File: config.mk
export PLATFORM = sky130hd
export DESIGN_NAME = tsc_timer
export DESIGN_NICKNAME = d
export VERILOG_FILES = /design/src/tsc_pkg.sv /design/src/tsc_tick_gen.sv /design/src/tsc_timer.sv
export SDC_FILE = /design/constraint.sdc
export NUM_CORES = 1
export LEC_CHECK = 0
export ABC_AREA = 1
export BUFFER_PORTS_ARGS = -buffer_cell sky130_fd_sc_hd__buf_2
export CAP_MARGIN = 20
export CORE_MARGIN = 10
export CORE_UTILIZATION = 40
export CTS_BUF_LIST = sky130_fd_sc_hd__clkbuf_16
export DETAILED_ROUTE_END_ITERATION = 12
export GPL_ROUTABILITY_DRIVEN = 0
export HOLD_SLACK_MARGIN = 0.05
export PLACE_DENSITY = 0.67
export SLEW_MARGIN = 20
export SYNTH_ARGS = -nofsm -noshare
export SYNTH_HDL_FRONTEND = slang
export SYNTH_SLANG_ARGS = --single-unit
export TNS_END_PERCENT = 50
File: constraint.sdc
create_clock -name core_clk -period 4.5 [get_ports core_clk]
set_input_delay 0.9 -clock core_clk [delete_from_list [all_inputs] [get_ports core_clk]]
set_output_delay 0.9 -clock core_clk [all_outputs]
set_load 0.02 [all_outputs]
File: src/tsc_pkg.sv
// package: register map, field layout, reset values and codes of the timer status/counter block
`default_nettype none
package tsc_pkg;
    // register byte addresses (one aligned word each)
    localparam logic [7:0] TSC_OFS_CTRL    = 8'h00; // timer_status_control
    localparam logic [7:0] TSC_OFS_CNT_HI  = 8'h04; // count_high_byte
    localparam logic [7:0] TSC_OFS_CNT_LO  = 8'h08; // count_low_byte
    localparam logic [7:0] TSC_OFS_MODULO  = 8'h0c; // modulo_value, 16 bits
    localparam logic [7:0] TSC_OFS_STATUS  = 8'h10; // live status: irq, direction
    // status/control field positions
    localparam int TSC_BIT_OVF    = 7;
    localparam int TSC_BIT_OVIE   = 6;
    localparam int TSC_BIT_CENTER = 5;
    localparam int TSC_CLKS_HI    = 4;
    localparam int TSC_CLKS_LO    = 3;
    localparam int TSC_PS_HI      = 2;
    localparam int TSC_PS_LO      = 0;
    // reset values
    localparam logic [7:0]  TSC_CTRL_RST = 8'h00;
    localparam logic [15:0] TSC_CNT_RST  = 16'h0000;
    localparam logic [15:0] TSC_MOD_RST  = 16'h0000;
    // clock source codes
    typedef enum logic [1:0] {
        TSC_SRC_OFF,
        TSC_SRC_BUS,
        TSC_SRC_FIXED,
        TSC_SRC_EXT
    } tsc_src_e;
    // axi response codes
    localparam logic [1:0] TSC_RESP_OK     = 2'h0;
    localparam logic [1:0] TSC_RESP_SLVERR = 2'h2;
    // control fields carried together
    typedef struct packed {
        logic       ovie;
        logic       center;
        tsc_src_e   src;
        logic [2:0] ps;
    } tsc_ctrl_s;
endpackage : tsc_pkg
`default_nettype wire

File: src/tsc_tick_gen.sv
// tick generator: source select, external sync, power-of-two prescaler
`default_nettype none
module tsc_tick_gen
    import tsc_pkg::*;
(
    input  wire logic       core_clk,
    input  wire logic       resetn,
    input  wire tsc_src_e   src,          // selected clock source
    input  wire logic [2:0] ps,           // prescale code
    input  wire logic       fixed_tick,   // fixed clock pulse, already synced
    input  wire logic       pll_enabled,  // fixed clock meaningful only if set
    input  wire logic       ext_clk,      // raw external clock pin
    input  wire logic       freeze,       // debug freeze
    output logic            tick          // one-cycle counter enable
);
    logic       ext_s1;     // first sync stage, read only by ext_s2
    logic       ext_s2;     // second sync stage
    logic       ext_s3;     // edge detect history
    logic [6:0] pre_cnt;    // prescaler count
    logic       src_pulse;  // selected source pulse
    logic       ext_rise;   // synced rising edge
    logic       pre_hit;    // prescaler terminal
    logic [6:0] pre_mask;   // low bits that must be all ones

    assign ext_rise = ext_s2 & ~ext_s3;
    // no pll: fixed source falls back to bus rate
    assign src_pulse = (src == TSC_SRC_BUS)   ? 1'b1 :
                       (src == TSC_SRC_FIXED) ? (pll_enabled ? fixed_tick : 1'b1) :
                       (src == TSC_SRC_EXT)   ? ext_rise : 1'b0;
    // ps read directly, so a new code acts next cycle
    assign pre_mask = 7'((8'h01 << ps) - 8'h01);
    assign pre_hit  = (pre_cnt & pre_mask) == pre_mask;

    // external pin synchroniser on the bus clock
    always_ff @(posedge core_clk)
    begin
        if (!resetn)
        begin
            ext_s1 <= 1'b0;
            ext_s2 <= 1'b0;
            ext_s3 <= 1'b0;
        end
        else
        begin
            ext_s1 <= ext_clk;
            ext_s2 <= ext_s1;
            ext_s3 <= ext_s2;
        end
    end

    // prescaler counts source pulses after selection
    always_ff @(posedge core_clk)
    begin
        if (!resetn)
        begin
            pre_cnt <= 7'h00;
            tick    <= 1'b0;
        end
        else
        begin
            tick <= src_pulse & pre_hit & ~freeze;
            if (src_pulse && !freeze)
                pre_cnt <= pre_hit ? 7'h00 : 7'(pre_cnt + 7'h01);
        end
    end
endmodule : tsc_tick_gen
`default_nettype wire

File: src/tsc_timer.sv
// timer status/control and 16-bit counter behind an axi4-lite slave
// Contract
// - set overflow flag on wrap to zero
// - clear flag by read-set then write zero
// - overflow during clear sequence restarts it
// - writing one keeps flag; reset clears it
// - irq when flag and enable set
// - center select gives up/down counting
// - decode two-bit clock source field
// - synchronise external clock to bus clock
// - fixed clock equals bus without pll
// - prescale divides by two to the code
// - prescaler follows source selection
// - new prescale acts next cycle
// - byte read latches both counter bytes
// - control write restarts read latch
// - counter write clears counter and latch
// - reset clears counter bytes
// - debug freezes counter and read latch
// - writes reset latch even in debug
// - wrap after modulo; zero is free-run
`default_nettype none
module tsc_timer
    import tsc_pkg::*;
(
    input  wire logic        core_clk,
    input  wire logic        resetn,
    // axi4-lite slave
    input  wire logic [7:0]  s_axi_awaddr,
    input  wire logic        s_axi_awvalid,
    output logic             s_axi_awready,
    input  wire logic [31:0] s_axi_wdata,
    input  wire logic [3:0]  s_axi_wstrb,
    input  wire logic        s_axi_wvalid,
    output logic             s_axi_wready,
    output logic [1:0]       s_axi_bresp,
    output logic             s_axi_bvalid,
    input  wire logic        s_axi_bready,
    input  wire logic [7:0]  s_axi_araddr,
    input  wire logic        s_axi_arvalid,
    output logic             s_axi_arready,
    output logic [31:0]      s_axi_rdata,
    output logic [1:0]       s_axi_rresp,
    output logic             s_axi_rvalid,
    input  wire logic        s_axi_rready,
    // system side
    input  wire logic        background_debug_active,
    input  wire logic        fixed_tick,
    input  wire logic        pll_enabled,
    input  wire logic        ext_clk,
    output logic             overflow_irq,
    output logic             center_align_select,
    output logic [15:0]      count_value
);
    logic        overflow_flag;  // sticky overflow status
    tsc_ctrl_s   ctrl;           // control fields
    logic [15:0] count;          // live counter
    logic [15:0] modulo_value;   // wrap point, zero means free run
    logic        count_down;     // direction in center mode
    logic        ovf_armed;      // read of status/control seen with flag set
    logic [15:0] latch_buf;      // coherent read snapshot
    logic        latch_full;     // one half read, other pending
    logic        tick;           // prescaled counter enable
    logic        aw_held;        // write address captured
    logic        w_held;         // write data captured
    logic [7:0]  aw_addr;        // captured write address
    logic [31:0] w_data;         // captured write data
    logic [3:0]  w_strb;         // captured strobes
    logic        dbg;            // debug freeze shorthand

    assign dbg = background_debug_active;
    // count step; tick is registered, so gate debug and source off here as well
    wire        step      = tick & ~dbg & (ctrl.src != TSC_SRC_OFF);

    // write decode once both channels are in
    wire        wr_go     = aw_held & w_held & ~s_axi_bvalid;
    wire        wr_lane0  = w_strb[0];
    wire        wr_ctrl   = wr_go & (aw_addr == TSC_OFS_CTRL) & wr_lane0;
    wire        wr_cnt    = wr_go & ((aw_addr == TSC_OFS_CNT_HI) ||
                                     (aw_addr == TSC_OFS_CNT_LO));
    wire        wr_mod    = wr_go & (aw_addr == TSC_OFS_MODULO);
    wire        wr_known  = (aw_addr == TSC_OFS_CTRL) || (aw_addr == TSC_OFS_CNT_HI) ||
                            (aw_addr == TSC_OFS_CNT_LO) || (aw_addr == TSC_OFS_MODULO) ||
                            (aw_addr == TSC_OFS_STATUS);
    // read decode
    wire        rd_go     = s_axi_arvalid & s_axi_arready;
    wire        rd_ctrl   = rd_go & (s_axi_araddr == TSC_OFS_CTRL);
    wire        rd_cnt    = rd_go & ((s_axi_araddr == TSC_OFS_CNT_HI) ||
                                     (s_axi_araddr == TSC_OFS_CNT_LO));
    wire [15:0] cnt_view  = latch_full ? latch_buf : count;
    // wrap point: modulo reached, or all ones when free running
    wire        at_top    = (modulo_value == TSC_MOD_RST) ? (count == 16'hffff)
                                                          : (count == modulo_value);
    wire        at_bottom = (count == TSC_CNT_RST);
    // overflow event: up mode wraps to zero, center mode turns at top
    wire        ovf_event = step & at_top & ~wr_cnt;
    wire [7:0]  ctrl_byte = {overflow_flag, ctrl.ovie, ctrl.center, ctrl.src, ctrl.ps};
    wire        rd_known  = (s_axi_araddr == TSC_OFS_CTRL) ||
                            (s_axi_araddr == TSC_OFS_CNT_HI) ||
                            (s_axi_araddr == TSC_OFS_CNT_LO) ||
                            (s_axi_araddr == TSC_OFS_MODULO) ||
                            (s_axi_araddr == TSC_OFS_STATUS);
    wire [31:0] rd_word   = (s_axi_araddr == TSC_OFS_CTRL)   ? {24'h0, ctrl_byte} :
                            (s_axi_araddr == TSC_OFS_CNT_HI) ? {24'h0, cnt_view[15:8]} :
                            (s_axi_araddr == TSC_OFS_CNT_LO) ? {24'h0, cnt_view[7:0]} :
                            (s_axi_araddr == TSC_OFS_MODULO) ? {16'h0, modulo_value} :
                            (s_axi_araddr == TSC_OFS_STATUS) ?
                                {30'h0, count_down, overflow_irq} : 32'h0;

    tsc_tick_gen u_tick
    (
        .core_clk    (core_clk),
        .resetn      (resetn),
        .src         (ctrl.src),
        .ps          (ctrl.ps),
        .fixed_tick  (fixed_tick),
        .pll_enabled (pll_enabled),
        .ext_clk     (ext_clk),
        .freeze      (dbg),
        .tick        (tick)
    );

    // write channel capture, either order accepted
    always_ff @(posedge core_clk)
    begin
        if (!resetn)
        begin
            aw_held       <= 1'b0;
            w_held        <= 1'b0;
            aw_addr       <= 8'h00;
            w_data        <= 32'h0;
            w_strb        <= 4'h0;
            s_axi_awready <= 1'b0;
            s_axi_wready  <= 1'b0;
        end
        else
        begin
            s_axi_awready <= ~aw_held & ~s_axi_awready & s_axi_awvalid;
            s_axi_wready  <= ~w_held & ~s_axi_wready & s_axi_wvalid;
            if (s_axi_awvalid && s_axi_awready)
            begin
                aw_held <= 1'b1;
                aw_addr <= s_axi_awaddr;
            end
            else if (wr_go)
                aw_held <= 1'b0;
            if (s_axi_wvalid && s_axi_wready)
            begin
                w_held <= 1'b1;
                w_data <= s_axi_wdata;
                w_strb <= s_axi_wstrb;
            end
            else if (wr_go)
                w_held <= 1'b0;
        end
    end

    // write response, slverr on an unmapped address
    always_ff @(posedge core_clk)
    begin
        if (!resetn)
        begin
            s_axi_bvalid <= 1'b0;
            s_axi_bresp  <= TSC_RESP_OK;
        end
        else if (wr_go)
        begin
            s_axi_bvalid <= 1'b1;
            s_axi_bresp  <= wr_known ? TSC_RESP_OK : TSC_RESP_SLVERR;
        end
        else if (s_axi_bready)
            s_axi_bvalid <= 1'b0;
    end

    // read channel: one read in flight, answer one cycle after arready
    always_ff @(posedge core_clk)
    begin
        if (!resetn)
        begin
            s_axi_arready <= 1'b0;
            s_axi_rvalid  <= 1'b0;
            s_axi_rdata   <= 32'h0;
            s_axi_rresp   <= TSC_RESP_OK;
        end
        else
        begin
            s_axi_arready <= s_axi_arvalid & ~s_axi_arready & ~s_axi_rvalid;
            if (rd_go)
            begin
                s_axi_rvalid <= 1'b1;
                s_axi_rdata  <= rd_word;
                s_axi_rresp  <= rd_known ? TSC_RESP_OK : TSC_RESP_SLVERR;
            end
            else if (s_axi_rready)
                s_axi_rvalid <= 1'b0;
        end
    end

    // control fields and modulo; reset clears all controls
    always_ff @(posedge core_clk)
    begin
        if (!resetn)
        begin
            ctrl         <= tsc_ctrl_s'(TSC_CTRL_RST[6:0]);
            modulo_value <= TSC_MOD_RST;
        end
        else
        begin
            if (wr_ctrl)
                ctrl <= tsc_ctrl_s'(w_data[TSC_BIT_OVIE:TSC_PS_LO]);
            if (wr_mod)
                modulo_value <= w_data[15:0];
        end
    end

    // overflow flag: set wins over clear, clear needs armed read
    always_ff @(posedge core_clk)
    begin
        if (!resetn)
        begin
            overflow_flag <= 1'b0;
            ovf_armed     <= 1'b0;
        end
        else if (ovf_event)
        begin
            overflow_flag <= 1'b1;
            ovf_armed     <= 1'b0;
        end
        else
        begin
            if (rd_ctrl && overflow_flag)
                ovf_armed <= 1'b1;
            // writing one leaves the flag alone
            if (wr_ctrl && ovf_armed && !w_data[TSC_BIT_OVF])
            begin
                overflow_flag <= 1'b0;
                ovf_armed     <= 1'b0;
            end
        end
    end

    // counter; frozen in debug through the tick gate
    always_ff @(posedge core_clk)
    begin
        if (!resetn)
        begin
            count      <= TSC_CNT_RST;
            count_down <= 1'b0;
        end
        else if (wr_cnt)
        begin
            count      <= TSC_CNT_RST;
            count_down <= 1'b0;
        end
        else if (step)
        begin
            // count per tick only while a source is on
            if (!ctrl.center)
                count <= at_top ? TSC_CNT_RST : 16'(count + 16'h0001);
            else if (count_down)
            begin
                // up/down center-aligned counting
                count      <= at_bottom ? 16'h0001 : 16'(count - 16'h0001);
                count_down <= ~at_bottom;
            end
            else
            begin
                count      <= at_top ? 16'(count - 16'h0001) : 16'(count + 16'h0001);
                count_down <= at_top;
            end
        end
    end

    // coherent read latch
    always_ff @(posedge core_clk)
    begin
        if (!resetn)
        begin
            latch_full <= 1'b0;
            latch_buf  <= TSC_CNT_RST;
        end
        else if (wr_ctrl || wr_cnt)
            latch_full <= 1'b0;
        else if (rd_cnt && !dbg)
        begin
            // reads in debug leave the latch state untouched
            latch_full <= ~latch_full;
            if (!latch_full)
                latch_buf <= count;
        end
    end

    // registered outputs
    always_ff @(posedge core_clk)
    begin
        if (!resetn)
        begin
            overflow_irq        <= 1'b0;
            center_align_select <= 1'b0;
            count_value         <= TSC_CNT_RST;
        end
        else
        begin
            overflow_irq        <= overflow_flag & ctrl.ovie;
            center_align_select <= ctrl.center;
            count_value         <= count;
        end
    end

    // flag sets one cycle after a wrap tick
    a_ovf_set: assert property (@(posedge core_clk) disable iff (!resetn)
        ovf_event |=> overflow_flag) else $error("overflow flag not set");
    // clear needs a prior armed read
    a_ovf_clear: assert property (@(posedge core_clk) disable iff (!resetn)
        $fell(overflow_flag) |-> $past(ovf_armed)) else $error("flag cleared unarmed");
    // irq follows flag and enable
    a_irq_follow: assert property (@(posedge core_clk) disable iff (!resetn)
        (overflow_flag && ctrl.ovie) |=> overflow_irq) else $error("irq missing");
    // counter holds when source off
    a_cnt_hold: assert property (@(posedge core_clk) disable iff (!resetn)
        (ctrl.src == TSC_SRC_OFF && !wr_cnt) ##1 (ctrl.src == TSC_SRC_OFF)
        |-> $stable(count)) else $error("counter moved while off");
    // debug freeze holds counter
    a_dbg_freeze: assert property (@(posedge core_clk) disable iff (!resetn)
        (dbg && !wr_cnt) [*2] |-> $stable(count)) else $error("counter moved in debug");
    // counter write clears value and latch
    a_cnt_clear: assert property (@(posedge core_clk) disable iff (!resetn)
        wr_cnt |=> (count == TSC_CNT_RST) && !latch_full) else $error("write no clear");
    // control write restarts latch
    a_latch_rst: assert property (@(posedge core_clk) disable iff (!resetn)
        wr_ctrl |=> !latch_full) else $error("latch not restarted");
    // up mode wraps to zero at the top
    a_up_wrap: assert property (@(posedge core_clk) disable iff (!resetn)
        (step && at_top && !ctrl.center && !wr_cnt) |=> (count == TSC_CNT_RST))
        else $error("no wrap at top");

    c_overflow:  cover property (@(posedge core_clk) ovf_event);
    c_clear_seq: cover property (@(posedge core_clk) $fell(overflow_flag));
    c_latched:   cover property (@(posedge core_clk) rd_cnt && latch_full);
    c_down:      cover property (@(posedge core_clk) $rose(count_down));
endmodule : tsc_timer
`default_nettype wire

## Yosys cells after proc, flatten, opt, wreduce, memory -nomap -nowiden

Index checks and enable logic that the tools add are counted.

- Shift operators: 1
- Equality and inequality tests: 14
- Muxes and demuxes: 29
- Bitwise logic cells: 38
- Add/subtract/negate cells: 4
- Reduce and logical (&&, ||, !) cells: 35

Operators by type and width:

| operator | count |
|---|---|
| 16-bit two-way mux | 10 |
| 8-bit by 4-bit equality test with 1-bit output, second input constant | 4 |
| 16-bit zero test | 2 |
| 1-bit AND | 23 |
| 16-bit by 1-bit adder with 16-bit output, second input constant | 1 |
| 16-bit equality test | 1 |
| 16-bit equality test, second input constant | 1 |
| 8-bit by 3-bit equality test with 1-bit output, second input constant | 2 |
| 8-bit by 5-bit equality test with 1-bit output, second input constant | 2 |
| 8-bit zero test | 2 |
| 16-bit by 1-bit subtractor with 16-bit output, second input constant | 1 |
| 1-bit two-way mux | 15 |
| 1-bit inverter | 14 |
| 2-bit nonzero test | 6 |
| 1-bit logical OR | 11 |
| 7-bit by 1-bit adder with 7-bit output, second input constant | 1 |
| 7-bit AND | 1 |
| 7-bit equality test | 1 |
| 1-bit logical AND | 7 |
| 7-bit two-way mux | 1 |
| 1-bit by 3-bit << shifter with 7-bit output, first input constant | 1 |
| 7-bit by 1-bit subtractor with 7-bit output, second input constant | 1 |
| 2-bit two-way mux | 3 |
| 2-bit equality test, second input constant | 2 |
| 5 further kinds | 8 |

- Register bits: 156
- Output and inout port bits: 59
- Bits of input ports: 63

## Logic depth before layout (Yosys ltp)

Gate-level depths: netlist of run 1.

- Depth after elaboration: 8
- Mapped depth: 17
- Gate-level depth less buffers: 17

## Cells and area by module

From an unflattened synthesis of run 1, not the netlist that was laid out.

- Cells, all modules: 1061
- Area total of the unflattened synthesis: 7135.6 µm²

By module, submodules not included:

| module | sequential area each (µm²) | cells an instance | area each (µm²) | times used |
|---|---|---|---|---|
| tsc_timer | 2542.4 | 962 | 6537.5 | 1 |
| tsc_tick_gen | 220.2 | 99 | 598.1 | 1 |

## Least setup slack after synthesis of run 1

OpenSTA, ideal clock, no wires.

- Path kind: input -> register
- Start: input port s_axi_araddr[7]
- End: register latch_buf[12]
- Data required time: 4.381 ns
- Data arrival time: 2.224 ns
- Library setup time: 0.119 ns
- Setup slack: 2.157 ns
- Path buffers: 1
- Stages: 11
- Path through: nor2_1 nand2_1 nor2_2 inv_1 nor4_4 nor2_1 nor3_4 buf_2 nand3_1 nand2_1 a21oi_1

- Word-level cells in the longest chain between the ends: 5
- Elaborated cells between the ends (all ways): 6
- Classes of those cells: eq/ne (2); bitwise (1); reduce/logical (3)

Ends and longest elaborated chain:

| element | RTL line | text |
|---|---|---|
| start, declared | tsc_timer.sv:39 | `input wire logic [7:0] s_axi_araddr,` |
| 8-bit by 3-bit equality test with 1-bit output or 8-bit by 4-bit equality test with 1-bit output (tied branches) | tsc_timer.sv:88, tsc_timer.sv:89 |  |
| 1-bit logical OR (*) | tsc_timer.sv:88 | `wire rd_cnt = rd_go & ((s_axi_araddr == TSC_OFS_CNT_HI) \|\|` |
| 1-bit AND (*) | tsc_timer.sv:88 |  |
| 1-bit logical AND (*) | tsc_timer.sv:284 | `else if (rd_cnt && !dbg)` |
| 2-bit AND reduction (no line) (*) | -- |  |
| end signal, assigned | tsc_timer.sv:289 | `latch_buf <= count;` |
| end, declared | tsc_timer.sv:61 | `logic [15:0] latch_buf;` |

Every way passes the cells marked *; elsewhere a longest branch is shown, timed or not.
A chain may end at the register's enable or synchronous reset.

## Final worst setup path of run 1

- Start: register modulo_value[0]
- End: register count[1]

- Word-level cells in the longest chain between the ends: 5
- Elaborated cells between the ends (all ways): 7
- Classes of those cells: eq/ne (1); mux (5); reduce/logical (1)

Ends and longest elaborated chain:

| element | RTL line | text |
|---|---|---|
| start, declared | tsc_timer.sv:58 | `logic [15:0] modulo_value;` |
| start signal, assigned | tsc_timer.sv:212 | `modulo_value <= w_data[15:0];` |
| 16-bit equality test or 16-bit zero test (tied branches) | tsc_timer.sv:93, tsc_timer.sv:92 |  |
| 1-bit two-way mux (*) | tsc_timer.sv:92 | `wire at_top = (modulo_value == TSC_MOD_RST) ? (count == 16'hffff)` |
| 16-bit two-way mux | tsc_timer.sv:268 | `count <= at_top ? 16'(count - 16'h0001) : 16'(count + 16'h0001);` |
| 16-bit two-way mux | tsc_timer.sv:260 | `else if (count_down)` |
| 16-bit two-way mux (*) | tsc_timer.sv:258 | `if (!ctrl.center)` |
| end signal, assigned | tsc_timer.sv:259 | `count <= at_top ? TSC_CNT_RST : 16'(count + 16'h0001);` |
| end signal, assigned | tsc_timer.sv:263 | `count <= at_bottom ? 16'h0001 : 16'(count - 16'h0001);` |
| end signal, assigned | tsc_timer.sv:268 |  |
| end, declared | tsc_timer.sv:57 | `logic [15:0] count;` |

Marked as above.

==> results of run 1 <==
[worst max-delay path, delay by kind of cell, from the launching register on]
kind               cells  cell delay, ns
AOI/OAI and AO/OA      1            0.12
DFF                    1            0.31
and+or+nand+nor       14            1.94
[flip-flops by register name (all words and copies together) (netlist names), 7 cells and up]
name	cells
s_axi_rdata	16
u_tick.pre_cnt	7
w_data	16
ctrl	7
modulo_value	16
latch_buf	16
count	16
aw_addr	8
count_value	16
[final cells by class]
cell class | instances | area (sq um) | share of cell area, %
inverters | 133 | 499.2 | 6.386
flip-flops and latches | 138 | 2763 | 35.34
clock inverters | 15 | 88.84 | 1.136
multi-input cells | 672 | 3308 | 42.32
clock buffers | 17 | 425.4 | 5.442
well taps | 220 | 275.3 | 3.521
repair buffers | 89 | 457.9 | 5.858
[cell usage after synthesis (4+ instances only)]
master,instances,area share [%]
nand3b_1,5,0.55
inv_1,131,7.2
buf_4,20,2.2
ha_1,4,0.73
nor2_1,102,5.6
xor2_1,23,2.9
o21ai_0,107,7.8
nand3_2,6,0.88
a31oi_1,11,1.0
dfxtp_1,138,40
buf_1,5,0.27
nand4_1,16,1.5
o22ai_1,9,0.82
a21oi_1,92,6.7
nor2_2,6,0.55
nand2_2,4,0.37
nor3_1,16,1.2
clkbuf_1,28,1.5
buf_2,7,0.51
nand2_1,180,9.9
nand3_1,55,4.0
[cells by family (layout without fill, tap and decap cells)]
group	count (synthesis)	after routing	synth area share, %
and+or+nand+nor	403	403	26.41
AOI/OAI and AO/OA	223	223	16.87
buffers and inverters	197	254	12.52
DFF	138	138	40.35
xor gates and xnor gates	24	24	3.070
adders and majority gates	4	4	0.7310
other	1	18	0.05477
[layer usage]
metal	routed length (um)	share of wire (%)	vias up	GRT usage, %
met3	1132	6.2	32	4.057
met1	8317	46	2919	20.41
met5	0	0	-	0
met2	8380	46	207	25.48
met4	385	2.1	0	6.449
li1	-	-	3284	-
[worst paths after layout]
path                                    to  slack (ns)  cells past startpoint
hold / removal    u_tick.ext_s2$_SDFF_PN0_        0.43                      2
setup / recovery     count[1]$_SDFFE_PP0P_        2.06                     15
setup reg to reg     count[1]$_SDFFE_PP0P_        2.06                     15
hold reg to reg   u_tick.ext_s2$_SDFF_PN0_        0.43                      2
[power by group]
part	internal, mW	switching (mW)
Sequential	1.24	0.00870
Clock	0.691	0.531
Combinational	0.0357	0.0817
[placed cells by master, fill, tap and decap left out, types with 2 or more instances in the layout]
cell | Yosys | routed
buf_4 | 20 | 5
o221ai_1 | 2 | 2
dfxtp_1 | 138 | 138
inv_2 | 2 | 2
nor3_2 | 2 | 2
nor3_1 | 16 | 15
a31oi_1 | 11 | 11
xor2_1 | 23 | 23
nand4_1 | 16 | 16
clkinvlp_4 | 0 | 3
nand2_2 | 4 | 4
nand2_4 | 2 | 2
buf_2 | 7 | 84
nor3_4 | 2 | 3
nand3b_1 | 5 | 5
a21oi_1 | 92 | 92
clkinv_2 | 0 | 5
ha_1 | 4 | 4
o21ai_0 | 107 | 107
nand3_1 | 55 | 55
nor4_1 | 3 | 2
nor2_2 | 6 | 6
inv_1 | 131 | 134
nand2_1 | 180 | 180
clkbuf_16 | 0 | 17
clkinv_4 | 0 | 2
o22ai_1 | 9 | 9
or2_2 | 3 | 3
nand3_2 | 6 | 6
nor2_1 | 102 | 102
conb_1 | 1 | 18
==> impl_metrics.ini, run 1 <==
[route]
wirelength_um = 18220
vias_per_cell = 5.017
drt_iter0_drc = 530
drt_pass1_iterations = 6
routedWlPerCell_um = 14.19
num_vias = 6442
ant_nets = 0
drc = 0

[placement]
port_buffers = 84
dp.cells = 1252
dpl.hpwl_um = 13200
dp_slack_ns = 1.812
dpl_cell_area_sq_mm = 0.007303

[logic_synthesis]
syn_area_sq_mm = 0.006847
synth_ff_type = dfxtp_1
avgSynthCellArea_sq_um = 6.916
ys_warn_count = 0
ys_seq_area_share_pct = 40.35
netlist_instances = 990
async_flop_share_pct = 0
ys_ff_latch = 138
synth.distinct_cells = 35
synth_edf_count = 0

[floorplan]
ios = 122
dieHeight_um = 150.8
fp-row-count = 47
dieArea_sq_mm = 0.02275
die_w_um = 150.8
initial_core_util_pct = 40.99
coreArea_sq_mm = 0.01670

[cells_and_area]
layout-drive-gt1-share_pct = 13.82
area.growth.synth_to_final_pct = 14.18
utilization_pct = 46.81
final.fill_count = 1756
instances_no_fill = 1284
num_antenna_cells = 0
nets = 1118
final_area_sq_mm = 0.007818

[grt]
antenna_found_initial = 0
grt_max_degree = 93
grt_usage_pct = 16.06
grt_overflow = 0
grt_pass1_vias = 5909
grt_pass1_wl_um = 29530

[critical_path]
worstPathMaxFanout = 32
critPathMostFrequentCell = nand2_1
path_cells = nor2_1, nand2_1, nor2_1, nand2_2, nand3_1, nand2_1, nor2_1, nand2_1, nor2_2, nand2_4, nand2_4, nand2_1, nand2_1, nand2_1, a21oi_1
worstPathArrival_ns = 2.79
r2r-start = modulo_value[0]$_SDFFE_PN0P_
end_kind = register
cp-startpoint = modulo_value[0]$_SDFFE_PN0P_
cp-start-kind = register
setup.worst_path.class = register to register
crit_slowest_cell = nand2_2
crit_path_max_incr_delay_ns = 0.38
worstPathRequired_ns = 4.85

[sta]
hold_viol = 0
finalSetupViolations = 0
grt_setup_unrepaired = no
fin_crit_sh_pct = 54.33
drv_slew = 0
fin_worst_hold_slack_ns = 0.4251
finalWorstSetupSlack_ns = 2.055
min_period_ns = 2.445
tns_ns = 0
maxSlewHeadroom_pct = 32.99
finClkSkew_ns = 0.01437
tightest_slew_ns = 1.004
max_freq_mhz = 409.0

[clock_network]
root_buffer = clkbuf_16
cts.clk_slew.worst_paths_ns = 0.06
cts-resized-gates = 0
htree_levels = 4
cts_num_sinks = 138
tritoncts = built
cts_buffers = 17
clkLatencyLatePin_ns = 0.43
post_cts_buffers = 0
cts_hold_buffers = 0
cts.path.max_buffers = 2

[min_path]
min_from = u_tick.ext_s1$_SDFF_PN0_
hold_path.class = register to register

[power_and_ir_drop]
ir_drop_mv = 0.2549
cellLeakagePower_nw = 3.396
finalPower_mw = 2.587
p_per_area_mw_per_mm2 = 330.9

[flow_run]
drv_cap = 0

[status]
status = finished, final reports clean
Note: power is estimated with default switching activity, not from simulation.
==> run 2, diff against run 1 <==
--- a/config.mk
+++ b/config.mk
@@ -5,7 +5,7 @@
 export SDC_FILE = /design/constraint.sdc
 export NUM_CORES = 1
 export LEC_CHECK = 0
-export ABC_AREA = 1
+export ABC_AREA = 0
 export BUFFER_PORTS_ARGS = -buffer_cell sky130_fd_sc_hd__buf_2
 export CAP_MARGIN = 20
 export CORE_MARGIN = 10
@@ -14,7 +14,7 @@
 export DETAILED_ROUTE_END_ITERATION = 12
 export GPL_ROUTABILITY_DRIVEN = 0
 export HOLD_SLACK_MARGIN = 0.05
-export PLACE_DENSITY = 0.67
+export PLACE_DENSITY = 0.7
 export SLEW_MARGIN = 20
 export SYNTH_ARGS = -nofsm -noshare
 export SYNTH_HDL_FRONTEND = slang
==> constraint.sdc (replaced) <==
create_clock -name core_clk -period 2 [get_ports core_clk]
set_input_delay 0.4 -clock core_clk [delete_from_list [all_inputs] [get_ports core_clk]]
set_output_delay 0.4 -clock core_clk [all_outputs]
set_load 0.02 [all_outputs]
==> run 2 against run 1 <==
  * The flow now finishes with violations (negative setup slack)
  * Combinational power up 130%
  * Worst hold slack worse by 0.25 ns
  * Register-to-register slack worse by 2.8 ns
  * Clock skew down 0.0038 ns
  * Largest cell class unchanged
  * Largest power group is now the clock network
  * Highest routed layer unchanged
==> impl_metrics.ini, run 2 <==
[cells_and_area]
nets = 1040
final_common_cell = dfxtp_1
final_area_sq_mm = 0.009206
area.growth.synth_to_final_pct = 37.12
instances_no_fill = 1206
mostFrequentLayoutCells = dfxtp_1, buf_4, nand2_1
layout-drive-gt1-share_pct = 33.98
num_antenna_cells = 0
multi_input_area_sq_mm = 0.003840
utilization_pct = 55.71
seq_area_sq_mm = 0.002770
final.fill_count = 1455

[sta]
finalSetupViolations = 20
max_freq_mhz = 370.6
finClkSkew_ns = 0.01053
maxSlewHeadroom_pct = 37.70
tightest_slew_ns = 0.9345
tns_ns = -11.71
min_period_ns = 2.699
hold_viol = 0
fin_crit_sh_pct = 134.9
drv_slew = 0
grt_setup_unrepaired = yes
fin_worst_hold_slack_ns = 0.1792
finalWorstSetupSlack_ns = -0.6986

[clock_network]
tritoncts = built
cts_num_sinks = 138
cts.clk_slew.worst_paths_ns = 0.07
cts.path.max_buffers = 2
cts_buffers = 17
root_buffer = clkbuf_16
clkLatencyLatePin_ns = 0.44
cts_hold_buffers = 0
htree_levels = 4

[logic_synthesis]
async_flop_share_pct = 0
synth_edf_count = 0
synthTopCellsByCount = dfxtp_1, nand2_1, nor2_1
netlist_instances = 785
synth.most_common_cell = dfxtp_1
synth_ff_type = dfxtp_1
syn_area_sq_mm = 0.006714
ys_warn_count = 0
synthTopCellsByArea = dfxtp_1, nand2_1, a21oi_1
synth.distinct_cells = 64
ys_ff_latch = 138
avgSynthCellArea_sq_um = 8.553
ys_seq_area_share_pct = 41.15
synth_top_area_share_pct = 41.15
synth_top_cell_by_area = dfxtp_1

[floorplan]
ios = 122
dieArea_sq_mm = 0.02237
die_w_um = 149.6
fp-row-count = 47
dieHeight_um = 149.6
coreArea_sq_mm = 0.01652
initial_core_util_pct = 40.63

[placement]
dp_slack_ns = -0.5924
dp.cells = 1159
port_buffers = 84
dpl.hpwl_um = 15020
dpl_cell_area_sq_mm = 0.008210

[power_and_ir_drop]
p_per_area_mw_per_mm2 = 692.5
cellLeakagePower_nw = 3.848
finalPower_mw = 6.375
ir_drop_mv = 0.5857

[critical_path]
end_kind = register
worstPathMaxFanout = 11
crit_slowest_cell = nor4_1
cp-start-kind = register
worstPathArrival_ns = 3.07
setup.worst_path.class = register to register
crit_path_max_incr_delay_ns = 0.36
cp_top_family = simple AND/OR/NAND/NOR gates
critPathMostFrequentCell = buf_12
path_buf_inv = 4
worstPathRequired_ns = 2.37
path_cells = nor4_4, buf_6, buf_12, a41oi_1, xnor2_1, nor4_1, buf_4, nand4_4, buf_12, a21o_1, o221a_2, nor3_2

[route]
drt_pass1_iterations = 7
drc = 0
ant_nets = 0
vias_per_cell = 5.381
routedWlPerCell_um = 17.15
wirelength_um = 20680
drt_iter0_drc = 444
num_vias = 6489

[grt]
grt_max_degree = 90
grt_pass1_wl_um = 33110
grt_overflow = 0
grt_pass1_vias = 6438
antenna_found_initial = 0
grt_usage_pct = 18.40

[min_path]
hold_path.class = input port to register

[flow_run]
drv_cap = 0

[status]
status = finished, violations left
violations = negative setup slack
==> run 2: cell count changes after synthesis, moves of 23 or more <==
cell | previous run | this run
a21oi_1 | 92 | 67
nor2_1 | 102 | 79
o21ai_0 | 107 | 19
nand3_1 | 55 | 23
inv_1 | 131 | 11
mux2i_1 | 0 | 31
nand2_1 | 180 | 112
==> run 2: timing repair <==
item                                    in CTS  in global routing
buffers inserted                            13                  2
endpoints found under the setup margin      24                 59
endpoints found under the hold margin        0                  0
pin swaps                                   18                  3
resized for setup                           25                 24
gates cloned                                 0                  0
==> run 2: path summary, 6_finish.rpt <==
path | cells past startpoint | endpoint | slack [ns] | from
worst min register to register | 1 | u_tick.ext_s2$_SDFF_PN0_ | 0.43 | u_tick.ext_s1$_SDFF_PN0_
worst min-delay path | 2 | u_tick.ext_s1$_SDFF_PN0_ | 0.18 | ext_clk
worst max-delay path | 12 | count[11]$_SDFFE_PP0P_ | -0.70 | modulo_value[14]$_SDFFE_PN0P_
worst max register to register | 12 | count[11]$_SDFFE_PP0P_ | -0.70 | modulo_value[14]$_SDFFE_PN0P_
==> run 2: cell type report <==
class	count	area share, %
Multi-Input combinational cell	576	41.71
Clock buffer	17	4.621
Timing Repair Buffer	228	18.05
Inverter	12	0.4893
Tap cell	220	2.990
Clock inverter	15	2.052
Sequential cell	138	30.09
==> run 2: logic make-up (layout without fill, tap and decap cells) <==
group	after synthesis	count (layout)	synth area share [%]
and+or+nand+nor	304	304	21.62
adders and majority gates	4	4	0.7455
other	1	18	0.05585
buffers and inverters	88	272	6.373
xor gates and xnor gates	29	29	3.783
DFF	138	138	41.15
muxes	50	50	8.815
AOI/OAI and AO/OA	171	171	17.46
==> run 2: power breakdown <==
| part | internal, mW | total (mW) | switching [mW] |
|---|---|---|---|
| sequential | 2.78 | 2.80 | 0.0239 |
| clock | 1.99 | 3.31 | 1.32 |
| combinational | 0.0910 | 0.268 | 0.177 |
==> run 2: worst register-to-register path, stage by stage (launching register included) <==
cell     delay (ns)
dfxtp_2        0.34
nor4_4         0.29
buf_6          0.15
buf_12         0.12
a41oi_1        0.14
xnor2_1        0.17
nor4_1         0.36
buf_4          0.19
nand4_4        0.11
buf_12         0.16
a21o_1         0.18
o221a_2        0.28
nor3_2         0.15
==> run 2: metal layers <==
| metal | part of all wire [%] | global-route usage [%] | wire [um] |
|---|---|---|---|
| met5 | 0 | 0 | 0 |
| met4 | 3.6 | 8.783 | 735 |
| met3 | 6.9 | 4.771 | 1428 |
| met2 | 48 | 30.12 | 9829 |
| met1 | 42 | 22.02 | 8687 |
==> run 3, diff against run 2 <==
--- a/config.mk
+++ b/config.mk
@@ -15,6 +15,8 @@
 export GPL_ROUTABILITY_DRIVEN = 0
 export HOLD_SLACK_MARGIN = 0.05
 export PLACE_DENSITY = 0.7
+export SETUP_SLACK_MARGIN = 0.4
+export SKIP_LAST_GASP = 1
 export SLEW_MARGIN = 20
 export SYNTH_ARGS = -nofsm -noshare
 export SYNTH_HDL_FRONTEND = slang
==> run 3 against run 2 <==
  * The flow still finishes with violations (negative setup slack)
  * Largest cell class unchanged
  * Die area is the same
  * Largest power group unchanged
  * Critical endpoint unchanged
  * Sequential power is essentially flat
  * Power grew 0.49%
==> impl_metrics.ini, run 3 (same netlist as run 2, synthesis figures left out) <==
[sta]
finClkSkew_ns = 0.01053
min_period_ns = 2.762
tightest_slew_ns = 0.9404
finalWorstSetupSlack_ns = -0.7619
drv_slew = 0
hold_viol = 0
finalSetupViolations = 20
maxSlewHeadroom_pct = 37.31
grt_setup_unrepaired = yes
max_freq_mhz = 362.1
fin_crit_sh_pct = 138.1

[route]
wirelength_um = 21420
drc = 0
drt_iter0_drc = 658
num_vias = 6604
drt_pass1_iterations = 5
routedWlPerCell_um = 17.66
vias_per_cell = 5.444
ant_nets = 0

[clock_network]
clkLatencyLatePin_ns = 0.44
tritoncts = built
root_buffer = clkbuf_16
cts_buffers = 17
htree_levels = 4
cts.path.max_buffers = 2
cts_num_sinks = 138
cts.clk_slew.worst_paths_ns = 0.06

[critical_path]
reg2reg_to = count[11]$_SDFFE_PP0P_
crit_slowest_cell = dfxtp_4
reg2reg_depth = 12
cp-startpoint = modulo_value[9]$_SDFFE_PN0P_
worstPathArrival_ns = 3.11
critPathMostFrequentCell = buf_4
worstPathMaxFanout = 8
r2r_setup_slack_ns = -0.76
crit_path_max_incr_delay_ns = 0.36
path_cells = nor4_4, buf_4, clkbuf_16, a41oi_2, xnor2_1, nor4_2, buf_4, nand4_4, buf_12, a21o_1, o221a_2, nor3_1
r2r-start = modulo_value[9]$_SDFFE_PN0P_
cp_top_family = simple AND/OR/NAND/NOR gates
cp.depth = 12
end_kind = register
endpoint = count[11]$_SDFFE_PP0P_
setup.worst_path.class = register to register
cp-start-kind = register
path_buf_inv = 4
worstPathRequired_ns = 2.35

[grt]
grt_pass1_wl_um = 32050
grt_max_degree = 90
grt_overflow = 0
antenna_found_initial = 0
grt_pass1_vias = 6251
grt_usage_pct = 17.84

[cells_and_area]
instances_no_fill = 1213
layout-drive-gt1-share_pct = 35.45
nets = 1047
mostFrequentLayoutCells = dfxtp_1, buf_4, nand2_1
final_area_sq_mm = 0.009450
num_antenna_cells = 0
final.fill_count = 1389
area.growth.synth_to_final_pct = 40.76

[floorplan]
coreArea_sq_mm = 0.01652
dieHeight_um = 149.6
ios = 122
fp-row-count = 47
dieArea_sq_mm = 0.02237
initial_core_util_pct = 40.63
die_w_um = 149.6

[power_and_ir_drop]
p_per_area_mw_per_mm2 = 677.9
ir_drop_mv = 0.6781
cellLeakagePower_nw = 3.961

[flow_run]
drv_cap = 0

[min_path]
hold_path.class = input port to register

[placement]
dp.cells = 1159
dpl_cell_area_sq_mm = 0.008253
port_buffers = 84
dpl.hpwl_um = 14750

[status]
status = finished, violations left
violations = negative setup slack
run 3: changes by cell type in the layout (fill, tap and decap cells not counted), moves of 3 or more:
cell / delta
a21oi_1: -3
buf_6: -4
a41oi_1: -3
dfxtp_1: -3
buf_4: +8
a41oi_4: +3
a21oi_2: +3
run 3: cell type report:
class	instances	area [sq um]	area share (%)
Tap cell	220	275.3	2.913
Timing Repair Buffer	235	1754	18.56
Multi-Input combinational cell	576	3979	42.10
Inverter	12	45.04	0.4766
Clock inverter	15	195.2	2.065
Clock buffer	17	425.4	4.502
Sequential cell	138	2776	29.38
run 3: how the worst min path moves through the flow:
stage,slack (ns),start,cells past startpoint,to
3_3_place_gp,0.41,u_tick.ext_s1$_SDFF_PN0_,1,u_tick.ext_s2$_SDFF_PN0_
3_5_place_dp,0.42,u_tick.ext_s1$_SDFF_PN0_,1,u_tick.ext_s2$_SDFF_PN0_
4_1_cts,0.17,ext_clk,2,u_tick.ext_s1$_SDFF_PN0_
6_report,0.17,ext_clk,2,u_tick.ext_s1$_SDFF_PN0_
2_1_floorplan,0.41,u_tick.ext_s1$_SDFF_PN0_,1,u_tick.ext_s2$_SDFF_PN0_
5_1_grt,0.17,ext_clk,2,u_tick.ext_s1$_SDFF_PN0_
run 3: routing by layer:
metal	share of wire (%)	vias up	routed length (um)	GRT usage, %
met5	0	-	0	0
met4	3.5	0	753	8.391
met3	7.2	59	1541	5.103
met2	48	283	10320	29.05
met1	41	3114	8804	21.23
li1	-	3148	-	-
run 3: what timing repair did:
item / in CTS / in global routing
setup endpoints to repair: 72 / 73
pin swaps: 3 / 27
resized for setup: 8 / 58
buffers inserted: 3 / 16
cloned: 1 / 2
hold buffers: 0 / 0
run 3: power breakdown:
part           total [mW]  leakage [nW]  switching (mW)  internal (mW)
Sequential           2.80          1.12          0.0244           2.78
Combinational       0.267          2.55           0.176         0.0908
Clock                3.34         0.295            1.26           2.08
Total                6.41          3.96            1.46           4.95
run 3: metrics by stage:
step / setup TNS, ns / total power [mW] / setup WS [ns] / hold slack (ns) / util [%]
after CTS: -11.42 / 6.427 / -0.7106 / 0.1655 / 54.21
after detailed placement: -12.29 / 3.118 / -0.6367 / 0.4225 / 49.94
after global routing: -16.33 / 6.588 / -0.8647 / 0.1715 / 57.19
after floorplan: -13.72 / 3.039 / -0.4713 / 0.4119 / -
after global placement: -10.33 / 3.115 / -0.5651 / 0.4136 / 49.94
final: -13.01 / 6.407 / -0.7619 / 0.1745 / 57.19
